### config.mk
export PLATFORM = sky130hd
export DESIGN_NAME = fcs_ctrl
export DESIGN_NICKNAME = d
export VERILOG_FILES = /design/src/include/fcs_pkg.sv /design/src/fcs_bus.sv /design/src/fcs_ctrl.sv
export SDC_FILE = /design/constraint.sdc
export NUM_CORES = 1
export LEC_CHECK = 0
export BUFFER_PORTS_ARGS = -buffer_cell sky130_fd_sc_hd__buf_2
export CAP_MARGIN = 20
export CORE_MARGIN = 2
export CORE_UTILIZATION = 50
export CTS_CLUSTER_DIAMETER = 30
export CTS_CLUSTER_SIZE = 16
export DETAILED_ROUTE_END_ITERATION = 10
export PLACE_DENSITY = 0.7
export SLEW_MARGIN = 20
export SYNTH_ARGS = -nofsm -noshare
export SYNTH_HDL_FRONTEND = slang
export SYNTH_SLANG_ARGS = --single-unit
export TNS_END_PERCENT = 50
### constraint.sdc
create_clock -name clk_sys -period 6.4 [get_ports clk_sys]
set_input_delay 0.96 -clock clk_sys [delete_from_list [all_inputs] [get_ports clk_sys]]
set_output_delay 0.96 -clock clk_sys [all_outputs]
set_load 0.02 [all_outputs]
### src/include/fcs_pkg.sv
// constants and types of the flash command sequencer (host side)
package fcs_pkg;
  // bus and counter widths
  localparam int ADDR_W = 19;
  localparam int DATA_W = 8;
  localparam int CMD_W  = 11;
  localparam int CNT_W  = 12;
  // command addresses, low decode bits only
  localparam logic [CMD_W-1:0] A_UNL1 = 11'h555;
  localparam logic [CMD_W-1:0] A_UNL2 = 11'h2AA;
  localparam logic [CMD_W-1:0] A_ANY  = 11'h000;
  // command data codes
  localparam logic [7:0] D_UNL1   = 8'hAA;
  localparam logic [7:0] D_UNL2   = 8'h55;
  localparam logic [7:0] D_RESET  = 8'hF0;
  localparam logic [7:0] D_SIG    = 8'h90;
  localparam logic [7:0] D_PROG   = 8'hA0;
  localparam logic [7:0] D_BYP    = 8'h20;
  localparam logic [7:0] D_ESETUP = 8'h80;
  localparam logic [7:0] D_CHIP   = 8'h10;
  localparam logic [7:0] D_BLOCK  = 8'h30;
  localparam logic [7:0] D_SUSP   = 8'hB0;
  localparam logic [7:0] D_RESUME = 8'h30;
  localparam logic [7:0] D_BEXIT1 = 8'h90;
  localparam logic [7:0] D_BEXIT2 = 8'h00;
  // status byte bit positions
  localparam int B_TOG   = 6;
  localparam int B_FAIL  = 5;
  localparam int B_TIMER = 3;
  // timing
  localparam int CLK_MHZ    = 50;
  localparam int T_WP_NS    = 100;
  localparam int T_RD_NS    = 120;
  localparam int T_WIN_US   = 50;
  localparam int T_SUSP_US  = 15;
  localparam int T_ABORT_US = 10;
  localparam logic [CNT_W-1:0] WP_CYC    = CNT_W'((T_WP_NS * CLK_MHZ + 999) / 1000);
  localparam logic [CNT_W-1:0] RD_CYC    = CNT_W'((T_RD_NS * CLK_MHZ + 999) / 1000);
  localparam logic [CNT_W-1:0] WIN_CYC   = CNT_W'(T_WIN_US * CLK_MHZ);
  localparam logic [CNT_W-1:0] SUSP_CYC  = CNT_W'(T_SUSP_US * CLK_MHZ);
  localparam logic [CNT_W-1:0] ABORT_CYC = CNT_W'(T_ABORT_US * CLK_MHZ);
  localparam logic [CNT_W-1:0] WIN_MARGIN = 12'h010;
  // user operations
  typedef enum logic [3:0] {
    OP_READ       = 4'h0,
    OP_RESET      = 4'h1,
    OP_SIGNATURE  = 4'h2,
    OP_PROGRAM    = 4'h3,
    OP_BYP_ENTER  = 4'h4,
    OP_BYP_PROG   = 4'h5,
    OP_BYP_EXIT   = 4'h6,
    OP_CHIP_ERASE = 4'h7,
    OP_BLOCK_ERASE = 4'h8,
    OP_ADD_BLOCK  = 4'h9,
    OP_SUSPEND    = 4'hA,
    OP_RESUME     = 4'hB
  } fcs_op_t;
  // sequencer states
  typedef enum logic [2:0] {
    ST_IDLE = 3'h0,
    ST_SEQ  = 3'h1,
    ST_POLL = 3'h3,
    ST_WAIT = 3'h2,
    ST_RUN  = 3'h6
  } fcs_state_t;
  // pin cycle phases
  typedef enum logic [1:0] {
    BP_IDLE = 2'h0,
    BP_SET  = 2'h1,
    BP_STRB = 2'h3,
    BP_HOLD = 2'h2
  } fcs_bph_t;
endpackage : fcs_pkg

### src/fcs_bus.sv
// single read or write cycle on the flash pins
`timescale 1ns/10ps
`default_nettype none
module fcs_bus #(
  parameter int ADDR_W = fcs_pkg::ADDR_W
) (
  // clock and reset
  input  wire logic              clk_sys,
  input  wire logic              rst_b,
  // cycle request
  input  wire logic              go,
  input  wire logic              wr,
  input  wire logic [ADDR_W-1:0] addr,
  input  wire logic [7:0]        wdata,
  output logic                   done,
  output logic [7:0]             rdata,
  // flash pins
  output logic [ADDR_W-1:0]      flash_addr,
  output logic [7:0]             flash_dq_out,
  output logic                   flash_dq_oe,
  input  wire logic [7:0]        flash_dq_in,
  output logic                   flash_ce_b,
  output logic                   flash_we_b,
  output logic                   flash_oe_b
);
  import fcs_pkg::*;

  fcs_bph_t             ph;
  logic [CNT_W-1:0]     cnt;
  logic                 wr_q;
  logic [7:0]           dq_s1;
  logic [7:0]           dq_s2;

  ////////////////////////////////////////////////////////////////////////////
  // phase sequencing
  always_ff @(posedge clk_sys or negedge rst_b) begin
    if (!rst_b) begin
      ph  <= BP_IDLE;
      cnt <= '0;
    end else begin
      case (ph)
        BP_IDLE: if (go) ph <= BP_SET;
        BP_SET: begin
          ph  <= BP_STRB;
          cnt <= wr_q ? WP_CYC - 12'h001 : RD_CYC - 12'h001;
        end
        BP_STRB: begin
          if (cnt == '0) ph <= BP_HOLD;
          else cnt <= cnt - 12'h001;
        end
        default: ph <= BP_IDLE;
      endcase
    end
  end

  // pins: address and data held from before the strobe falls until after it rises
  always_ff @(posedge clk_sys or negedge rst_b) begin
    if (!rst_b) begin
      flash_addr   <= '0;
      flash_dq_out <= '0;
      flash_dq_oe  <= 1'b0;
      flash_ce_b   <= 1'b1;
      flash_we_b   <= 1'b1;
      flash_oe_b   <= 1'b1;
      wr_q         <= 1'b0;
    end else begin
      case (ph)
        BP_IDLE: if (go) begin
          flash_addr   <= addr;
          flash_dq_out <= wdata;
          flash_dq_oe  <= wr;
          flash_ce_b   <= 1'b0;
          wr_q         <= wr;
        end
        BP_SET: begin
          flash_we_b <= !wr_q;
          flash_oe_b <= wr_q;
        end
        BP_STRB: if (cnt == '0) begin
          flash_we_b <= 1'b1;
          flash_oe_b <= 1'b1;
        end
        default: begin
          flash_ce_b  <= 1'b1;
          flash_dq_oe <= 1'b0;
        end
      endcase
    end
  end

  // read data passes two flops before it is sampled
  always_ff @(posedge clk_sys or negedge rst_b) begin
    if (!rst_b) begin
      dq_s1 <= '0;
      dq_s2 <= '0;
      rdata <= '0;
      done  <= 1'b0;
    end else begin
      dq_s1 <= flash_dq_in;
      dq_s2 <= dq_s1;
      done  <= (ph == BP_HOLD);
      if (ph == BP_STRB && cnt == '0 && !wr_q) rdata <= dq_s2;
    end
  end

  ////////////////////////////////////////////////////////////////////////////
  // checks
  strobe_excl_a: assert property (@(posedge clk_sys) disable iff (!rst_b)
    !(!flash_we_b && !flash_oe_b)) else $error("write and output strobes overlap");
  drive_oe_a: assert property (@(posedge clk_sys) disable iff (!rst_b)
    flash_dq_oe |-> flash_oe_b) else $error("data driven while output enabled");
  write_hold_a: assert property (@(posedge clk_sys) disable iff (!rst_b)
    !flash_we_b |=> $stable(flash_addr) && $stable(flash_dq_out))
    else $error("address or data moved around write strobe");
  pulse_width_a: assert property (@(posedge clk_sys) disable iff (!rst_b)
    $fell(flash_we_b) |-> !flash_we_b [*5] ##1 flash_we_b)
    else $error("write pulse width wrong");
  cycle_done_a: assert property (@(posedge clk_sys) disable iff (!rst_b)
    $rose(flash_ce_b) |-> done) else $error("cycle end without done");
endmodule : fcs_bus
`default_nettype wire

### src/fcs_ctrl.sv
// host controller issuing command sequences to a parallel flash
// Functional notes
// - F0 alone, or after the unlock prefix, returns the flash to read mode.
// - Multi-write commands open with AA@555, 55@2AA; then 90@555 is signature.
// - Program: prefix, A0@555, then target address with value.
// - 20@555 enters bypass; only bypass program or bypass exit then (the code also writes F0 after a failed bypass program).
// - Bypass exit is 90 then 00 to any address.
// - Chip erase: prefix, 80@555, prefix, 10@555.
// - After an erase the flash reads array unless failed; reset clears that.
// - Block erase ends 30 at a block address; repeat to add blocks.
// - Erase starts 50 us after last block select; add within window.
// - B0 suspends the block erase within 15 us.
// - 30 resumes; suspend and resume may repeat.
`timescale 1ns/10ps
`default_nettype none
module fcs_ctrl #(
  parameter int ADDR_W = fcs_pkg::ADDR_W
) (
  // clock and reset
  input  wire logic              clk_sys,
  input  wire logic              rst_b,
  // user request
  input  wire logic              req,
  input  wire fcs_pkg::fcs_op_t  op,
  input  wire logic [ADDR_W-1:0] addr,
  input  wire logic [7:0]        wdata,
  // user answer
  output logic                   ready,
  output logic                   done,
  output logic                   fail,
  output logic                   refused,
  output logic [7:0]             rdata,
  // mode status
  output logic                   bypass_on,
  output logic                   erase_run,
  output logic                   erase_suspended,
  output logic                   window_open,
  // flash pins
  output logic [ADDR_W-1:0]      flash_addr,
  output logic [7:0]             flash_dq_out,
  output logic                   flash_dq_oe,
  input  wire logic [7:0]        flash_dq_in,
  output logic                   flash_ce_b,
  output logic                   flash_we_b,
  output logic                   flash_oe_b
);
  import fcs_pkg::*;

  fcs_state_t           state;
  fcs_state_t           next_state;
  fcs_op_t              op_q;
  logic [ADDR_W-1:0]    addr_q;
  logic [7:0]           wdata_q;
  logic [2:0]           idx;
  logic                 bus_go;
  logic                 bus_pend;
  logic                 bus_done;
  logic                 bus_wr;
  logic [ADDR_W-1:0]    bus_addr;
  logic [7:0]           bus_wdata;
  logic [7:0]           bus_rdata;
  logic [CMD_W+8:0]     word;
  logic [CNT_W-1:0]     wait_cnt;
  logic [CNT_W-1:0]     win_cnt;
  logic                 poll_n;
  logic                 tog_prev;
  logic                 fail_pend;
  logic                 fail_q;
  logic                 accept;
  logic                 seq_fin;
  logic                 poll_end;
  logic                 poll_same;
  logic                 fail_det;
  logic                 to_done;

  ////////////////////////////////////////////////////////////////////////////
  // functions
  function automatic logic [2:0] seq_len(input fcs_op_t o);
    case (o)
      OP_RESET, OP_ADD_BLOCK, OP_SUSPEND, OP_RESUME: seq_len = 3'h1;
      OP_BYP_PROG, OP_BYP_EXIT:                      seq_len = 3'h2;
      OP_SIGNATURE, OP_BYP_ENTER:                    seq_len = 3'h3;
      OP_PROGRAM:                                    seq_len = 3'h4;
      OP_CHIP_ERASE, OP_BLOCK_ERASE:                 seq_len = 3'h6;
      default:                                       seq_len = 3'h0;
    endcase
  endfunction : seq_len

  // word i of a sequence: {use target address, command address, data}
  function automatic logic [CMD_W+8:0] seq_word(input fcs_op_t o, input logic [2:0] i,
                                                input logic [7:0] d);
    logic [CMD_W+8:0] w;
    w = {1'b0, A_ANY, D_RESET};
    case (o)
      OP_RESET:     w = {1'b0, A_ANY, D_RESET};
      OP_BYP_PROG:  w = (i == 3'h0) ? {1'b0, A_ANY, D_PROG} : {1'b1, A_ANY, d};
      OP_BYP_EXIT:  w = (i == 3'h0) ? {1'b0, A_ANY, D_BEXIT1} : {1'b0, A_ANY, D_BEXIT2};
      OP_ADD_BLOCK: w = {1'b1, A_ANY, D_BLOCK};
      OP_SUSPEND:   w = {1'b0, A_ANY, D_SUSP};
      OP_RESUME:    w = {1'b0, A_ANY, D_RESUME};
      default: begin
        if (i == 3'h0 || i == 3'h3) w = {1'b0, A_UNL1, D_UNL1};
        else if (i == 3'h1 || i == 3'h4) w = {1'b0, A_UNL2, D_UNL2};
        else if (i == 3'h2) begin
          case (o)
            OP_SIGNATURE: w = {1'b0, A_UNL1, D_SIG};
            OP_PROGRAM:   w = {1'b0, A_UNL1, D_PROG};
            OP_BYP_ENTER: w = {1'b0, A_UNL1, D_BYP};
            default:      w = {1'b0, A_UNL1, D_ESETUP};
          endcase
        end else if (o == OP_CHIP_ERASE) w = {1'b0, A_UNL1, D_CHIP};
        else w = {1'b1, A_ANY, D_BLOCK};
        if (o == OP_PROGRAM && i == 3'h3) w = {1'b1, A_ANY, d};
      end
    endcase
    seq_word = w;
  endfunction : seq_word

  // only whole, legal sequences for the present mode are started on request; a failure starts the F0 reset write in any mode, bypass included
  function automatic logic op_ok(input fcs_op_t o, input logic run, input logic byp,
                                 input logic susp, input logic win);
    if (run) op_ok = (o == OP_ADD_BLOCK) ? win : (o == OP_SUSPEND || o == OP_RESET);
    else if (byp) op_ok = o inside {OP_BYP_PROG, OP_BYP_EXIT, OP_READ};
    else if (susp) op_ok = o inside {OP_READ, OP_PROGRAM, OP_SIGNATURE, OP_RESET,
                                     OP_RESUME};
    else op_ok = o inside {OP_RESET, OP_SIGNATURE, OP_PROGRAM, OP_BYP_ENTER,
                           OP_CHIP_ERASE, OP_BLOCK_ERASE, OP_READ};
  endfunction : op_ok

  ////////////////////////////////////////////////////////////////////////////
  // decode of the present cycle
  always_comb begin
    accept    = ready && req && op_ok(op, erase_run, bypass_on, erase_suspended,
                                      window_open && (win_cnt < WIN_CYC - WIN_MARGIN));
    seq_fin   = state == ST_SEQ && bus_done && (op_q == OP_READ || idx == seq_len(op_q) - 3'h1);
    poll_end  = state == ST_POLL && bus_done && poll_n;
    poll_same = tog_prev == bus_rdata[B_TOG];
    fail_det  = poll_end && !poll_same && fail_pend && bus_rdata[B_FAIL];
    word      = seq_word(op_q, idx, wdata_q);
    bus_wr    = state == ST_SEQ && op_q != OP_READ;
    bus_wdata = word[7:0];
    // command addresses drive only the low decode bits
    bus_addr  = (state != ST_SEQ || op_q == OP_READ || word[CMD_W+8]) ? addr_q
              : {{(ADDR_W-CMD_W){1'b0}}, word[CMD_W+7:8]};
  end

  // next state
  always_comb begin
    next_state = state;
    case (state)
      ST_IDLE: if (accept) next_state = ST_SEQ;
      ST_RUN:  next_state = accept ? ST_SEQ : ST_POLL;
      ST_SEQ: if (seq_fin) begin
        case (op_q)
          OP_PROGRAM, OP_BYP_PROG, OP_CHIP_ERASE: next_state = ST_POLL;
          OP_BLOCK_ERASE, OP_ADD_BLOCK, OP_RESUME: next_state = ST_RUN;
          OP_SUSPEND: next_state = ST_WAIT;
          OP_RESET: next_state = (fail_q || erase_run) ? ST_WAIT : ST_IDLE;
          default: next_state = ST_IDLE;
        endcase
      end
      ST_POLL: if (poll_end) begin
        if (poll_same) next_state = ST_IDLE;
        else if (fail_det) next_state = ST_SEQ;
        else if (erase_run) next_state = ST_RUN;
      end
      ST_WAIT: if (wait_cnt == '0) next_state = ST_IDLE;
      default: next_state = ST_IDLE;
    endcase
  end

  assign to_done = state != next_state &&
                   (next_state == ST_IDLE || (state == ST_SEQ && next_state == ST_RUN));

  always_ff @(posedge clk_sys or negedge rst_b) begin
    if (!rst_b) state <= ST_IDLE;
    else state <= next_state;
  end

  // request capture and sequence position
  always_ff @(posedge clk_sys or negedge rst_b) begin
    if (!rst_b) begin
      op_q    <= OP_READ;
      addr_q  <= '0;
      wdata_q <= '0;
      idx     <= '0;
      fail_q  <= 1'b0;
    end else if (accept) begin
      op_q    <= op;
      addr_q  <= addr;
      wdata_q <= wdata;
      idx     <= '0;
      fail_q  <= 1'b0;
    end else if (fail_det) begin
      op_q   <= OP_RESET;
      idx    <= '0;
      fail_q <= 1'b1;
    end else if (state == ST_SEQ && bus_done) begin
      idx <= idx + 3'h1;
    end
  end

  // one pin cycle at a time
  always_ff @(posedge clk_sys or negedge rst_b) begin
    if (!rst_b) begin
      bus_go   <= 1'b0;
      bus_pend <= 1'b0;
    end else begin
      bus_go <= (state == ST_SEQ || state == ST_POLL) && !bus_pend && !bus_go;
      if (bus_go) bus_pend <= 1'b1;
      else if (bus_done) bus_pend <= 1'b0;
    end
  end

  // status polling in read pairs
  always_ff @(posedge clk_sys or negedge rst_b) begin
    if (!rst_b) begin
      poll_n    <= 1'b0;
      tog_prev  <= 1'b0;
      fail_pend <= 1'b0;
    end else begin
      if (state == ST_POLL && bus_done) begin
        poll_n <= !poll_n;
        if (!poll_n) tog_prev <= bus_rdata[B_TOG];
      end
      if (accept) fail_pend <= 1'b0;
      else if (poll_end && !poll_same && bus_rdata[B_FAIL]) fail_pend <= 1'b1;
    end
  end

  // settle delays after suspend and abort
  always_ff @(posedge clk_sys or negedge rst_b) begin
    if (!rst_b) wait_cnt <= '0;
    else if (seq_fin) wait_cnt <= (op_q == OP_SUSPEND) ? SUSP_CYC : ABORT_CYC;
    else if (state == ST_WAIT && wait_cnt != '0) wait_cnt <= wait_cnt - 12'h001;
  end

  // block selection window
  always_ff @(posedge clk_sys or negedge rst_b) begin
    if (!rst_b) begin
      win_cnt     <= '0;
      window_open <= 1'b0;
    end else if (seq_fin && (op_q == OP_BLOCK_ERASE || op_q == OP_ADD_BLOCK)) begin
      win_cnt     <= '0;
      window_open <= 1'b1;
    end else if (window_open) begin
      win_cnt <= win_cnt + 12'h001;
      if (win_cnt >= WIN_CYC - 12'h001 || !erase_run) window_open <= 1'b0;
      else if (poll_end && bus_rdata[B_TIMER]) window_open <= 1'b0;
    end
  end

  // mode flags
  always_ff @(posedge clk_sys or negedge rst_b) begin
    if (!rst_b) begin
      bypass_on       <= 1'b0;
      erase_run       <= 1'b0;
      erase_suspended <= 1'b0;
    end else begin
      if (seq_fin && op_q == OP_BYP_ENTER) bypass_on <= 1'b1;
      else if (seq_fin && op_q == OP_BYP_EXIT) bypass_on <= 1'b0;
      if (seq_fin && (op_q == OP_BLOCK_ERASE || op_q == OP_RESUME)) begin
        erase_run       <= 1'b1;
        erase_suspended <= 1'b0;
      end else if (seq_fin && op_q == OP_SUSPEND) begin
        erase_run       <= 1'b0;
        erase_suspended <= 1'b1;
      end else if ((seq_fin && op_q == OP_RESET) || (poll_end && poll_same) || fail_det) begin
        erase_run <= 1'b0;
      end
    end
  end

  // user answer
  always_ff @(posedge clk_sys or negedge rst_b) begin
    if (!rst_b) begin
      ready   <= 1'b0;
      done    <= 1'b0;
      fail    <= 1'b0;
      refused <= 1'b0;
      rdata   <= '0;
    end else begin
      ready   <= next_state == ST_IDLE || next_state == ST_RUN;
      done    <= to_done;
      fail    <= to_done && fail_q;
      refused <= ready && req && !accept;
      if (state == ST_SEQ && bus_done && op_q == OP_READ) rdata <= bus_rdata;
    end
  end

  ////////////////////////////////////////////////////////////////////////////
  // pin cycle engine
  fcs_bus #(.ADDR_W(ADDR_W)) u_bus (
    .clk_sys      (clk_sys),
    .rst_b        (rst_b),
    .go           (bus_go),
    .wr           (bus_wr),
    .addr         (bus_addr),
    .wdata        (bus_wdata),
    .done         (bus_done),
    .rdata        (bus_rdata),
    .flash_addr   (flash_addr),
    .flash_dq_out (flash_dq_out),
    .flash_dq_oe  (flash_dq_oe),
    .flash_dq_in  (flash_dq_in),
    .flash_ce_b   (flash_ce_b),
    .flash_we_b   (flash_we_b),
    .flash_oe_b   (flash_oe_b)
  );

  ////////////////////////////////////////////////////////////////////////////
  // checks
  fail_reset_a: assert property (@(posedge clk_sys) disable iff (!rst_b)
    bus_go && state == ST_SEQ && fail_q |-> bus_wdata == D_RESET)
    else $error("failure not followed by reset write");
  window_add_a: assert property (@(posedge clk_sys) disable iff (!rst_b)
    bus_go && op_q == OP_ADD_BLOCK |-> window_open && win_cnt < WIN_CYC)
    else $error("block added outside window");
  bypass_only_a: assert property (@(posedge clk_sys) disable iff (!rst_b)
    bus_go && bus_wr && bypass_on |-> op_q inside {OP_BYP_PROG, OP_BYP_EXIT, OP_RESET})
    else $error("illegal command in bypass");
  refuse_bad_a: assert property (@(posedge clk_sys) disable iff (!rst_b)
    ready && req && !accept |=> refused && state != ST_SEQ)
    else $error("illegal request not refused");
endmodule : fcs_ctrl
`default_nettype wire

==> flow_summary.yaml <==
sta:
  worst_pin_slew_ns: 0.976
  hold_viol: 0
  timing.setup.tns_ns: 0
  slew_viol_final: 0
  fmax_ghz: 0.262
  setup_slack_ns: 2.58
  relSlewSlack_pct: 34.5
  setup_viol: 0
  clock_skew_ns: 0.00981
  rsz0062_at_grt: "no"
  period_needed_ns: 3.82
  fin_crit_sh_pct: 59.7
global_routing:
  grt-ovfl-total: 0
  grt_pass1_vias: 5717
  grt_usage_pct: 21.7
  grt_max_degree: 93
  antenna_found_initial: 0
  grt_pass1_wl_um: 27400
final_layout:
  syn2layout_area_growth_pct: 15.9
  final_util_pct: 58.6
  final_nets: 890
  multi_input_area_um2: 3220
  antennaDiodeCount: 0
  nFillCells: 1240
  drive_gt1_share_pct: 18.9
  final-seq-area_um2: 3860
drt:
  via_per_inst: 5.51
  ant_nets: 0
  drtIter0Drc: 521
  first_pass_iters: 5
  vias: 5684
  drcViolationCount: 0
  wl_um: 16300
  wl_per_cell_um: 15.8
clocking:
  cts_tree: "done"
  hold_buffers: 0
  clockRootBuffer: "clkbuf_16"
  clk_pin_slew_ns: 0.06
  clkLatencyLatePin_ns: 0.43
  postCtsSetupRepairBufs: 0
  cts_resized: 0
  cts_buffers: 17
  cts_htree_levels: 4
  cts_sinks: 154
  clockBufferDepth: 2
logic_synthesis:
  async_reset_ff_share_pct: 100
  synth-seq-area-share_pct: 52.8
  synth_top_area_share_pct: 51.8
  synth_edf_count: 0
  synth-main-ff-cell: "dfrtp_1"
  yosys.cell_types.count: 74
  synth_area_leaders: "dfrtp_1 (52%), nand2_1 (8.4%), nor2_1 (4.1%)"
  synth.avg_cell_area_um2: 9.64
  syn_area_um2: 7300
  ys_ff_latch: 154
  syn_nets: 813
  synth_top_cell_by_area: "dfrtp_1"
  yosysWarningCount: 0
  synthCells: 757
hold_path:
  hold_class: "reg2reg"
  holdPathStages: 0
  worstHoldStart: "u_bus.dq_s1[6]"
  hold_end: "u_bus.dq_s2[6]"
floorplan:
  row_count: 44
  ioPinCount: 89
  initial_core_util_pct: 50.6
  fp.dieH_um: 125
  die_x_um: 125
  core-area_um2: 14400
  die_area_um2: 15600
power_and_ir_drop:
  leakagePower_nw: 4.20
  clock_power_share_pct: 24.7
  switching_share_pct: 39.2
  peakVddDrop_uv: 234
  p_seq_share_pct: 38.8
  combinationalPowerShare_pct: 36.5
  power.switching_mw: 1.61
  power.density_nw_per_um2: 486
  p_int_mw: 2.50
setup_path:
  crit_chain: "inv_1, ha_1, nand3b_1, o31a_1, ha_1, xnor2_1, and4b_1, o211ai_1, a21boi_2, nand2_1, nor2_1, nor2_1"
  start_kind: "flip-flop"
  critPathRequiredTime_ns: 6.67
  r2r_slack_ns: 2.58
  critPathMaxStageDelay_ns: 0.73
  reg2reg_to: "win_cnt[1]"
  r2r_start: "op_q[0]"
  rr_worst_depth: 12
  crit_type: "reg2reg"
  endpoint_kind: "flip-flop"
  path_max_fanout: 17
  arrival_ns: 4.09
  crit_family: "simple AND/OR/NAND/NOR gates"
  crit_slowest_cell: "nor2_1"
  crit_buf_inv: 1
run_status:
  status: "finished clean"
place:
  pre_cts_ws_ns: 2.56
  routabilityCongestion: 0.933
  port-buffer-count: 88
  place.detailed.hpwl_um: 10900
run:
  maxCapViolations: 0
state kept, by name, indices dropped and copies added (netlist names), 4 cells and up:
name	flops
addr_q	19
u_bus.flash_addr	19
u_bus.cnt	12
wait_cnt	12
win_cnt	12
rdata	8
u_bus.dq_s1	8
u_bus.dq_s2	8
u_bus.flash_dq_out	8
u_bus.rdata	8
wdata_q	8
op_q	4
worst max path at each step:
| stage | start | end | slack, ns | depth (start not counted) |
|---|---|---|---|---|
| floorplan | op_q[0] | win_cnt[10] | 3.55 | 14 |
| global placement | op_q[0] | win_cnt[2] | 2.79 | 12 |
| detailed placement | op_q[0] | win_cnt[6] | 2.56 | 12 |
| CTS | op_q[0] | win_cnt[11] | 2.54 | 12 |
| global route | op_q[0] | win_cnt[11] | 2.20 | 12 |
| finish | op_q[0] | win_cnt[1] | 2.58 | 12 |
synth_stat cells, drive strengths merged, types with 4 or more instances:
library cell  number
nand2            164
dfrtp            151
nor2              79
a21oi             35
nand3             30
o21ai             30
clkbuf            21
inv               18
mux2              17
nor3              16
xor2              16
buf               14
ha                14
a21o              11
nor2b             11
mux2i             10
xnor2             10
a31oi              9
nand2b             9
a211oi             5
and2               5
nand3b             5
nand4              5
nor4               4
o2bb2ai            4
o311ai             4
or2                4
or3                4
power groups by stage:
stage | Clock, mW | Combinational, mW | Sequential, mW
after global routing | 1.08 | 1.69 | 1.64
after global placement | 0 | 1.45 | 1.59
after detailed placement | 0 | 1.50 | 1.60
final | 1.02 | 1.50 | 1.59
after floorplan | 0 | 1.09 | 1.60
after CTS | 1.03 | 1.51 | 1.59
cells by family (layout without fill, tap and decap cells):
family / after synthesis / after routing / share of synthesized area [%]
compound gates: 133 / 133 / 12.3
mux: 27 / 27 / 4.35
flops: 154 / 154 / 52.8
simple gates: 350 / 350 / 21.9
xor+xnor: 26 / 26 / 3.12
fa+ha+maj: 14 / 14 / 2.40
buf+inv: 53 / 143 / 3.10
area by class of cell:
type	instances	area share, %
clock buffers	20	5.52
clock inverters	12	1.60
inverters	18	0.799
multi-input cells	550	38.0
flip-flops and latches	154	45.6
well taps	184	2.72
repair buffers	93	5.72
layer usage:
metal | track usage [%] | wire length, µm | up-vias
met2 | 34.6 | 7720 | 168
met3 | 5.88 | 855 | 25
met4 | 8.04 | 263 | 0
li1 | - | - | 2751
met1 | 28.6 | 7420 | 2740
met5 | 0 | 0 | -
cells in the final DEF, fill, tap and decap left out, types with 11 or more instances in the layout:
| cell | Yosys | final |
|---|---|---|
| nand2_1 | 164 | 164 |
| dfrtp_1 | 151 | 151 |
| buf_2 | 10 | 87 |
| nor2_1 | 79 | 79 |
| a21oi_1 | 34 | 34 |
| nand3_1 | 30 | 30 |
| o21ai_0 | 28 | 28 |
| inv_1 | 18 | 17 |
| clkbuf_16 | 0 | 17 |
| xor2_1 | 16 | 16 |
| ha_1 | 14 | 14 |
| nor3_1 | 12 | 12 |
| nor2b_1 | 11 | 11 |
| a21o_1 | 11 | 11 |
stage by stage:
| stage | power, mW | hold slack (ns) | instances | area [µm²] |
|---|---|---|---|---|
| floorplan | 2.69 | 0.331 | 757 | 7300 |
| global route | 4.41 | 0.359 | 1031 | 8460 |
| detailed placement | 3.10 | 0.336 | 999 | 7860 |
| finish | 4.11 | 0.349 | 1031 | 8460 |
| CTS | 4.13 | 0.350 | 1031 | 8460 |
| global placement | 3.04 | 0.334 | 999 | 7860 |
No activity file was read; power rests on OpenSTA's default activity.
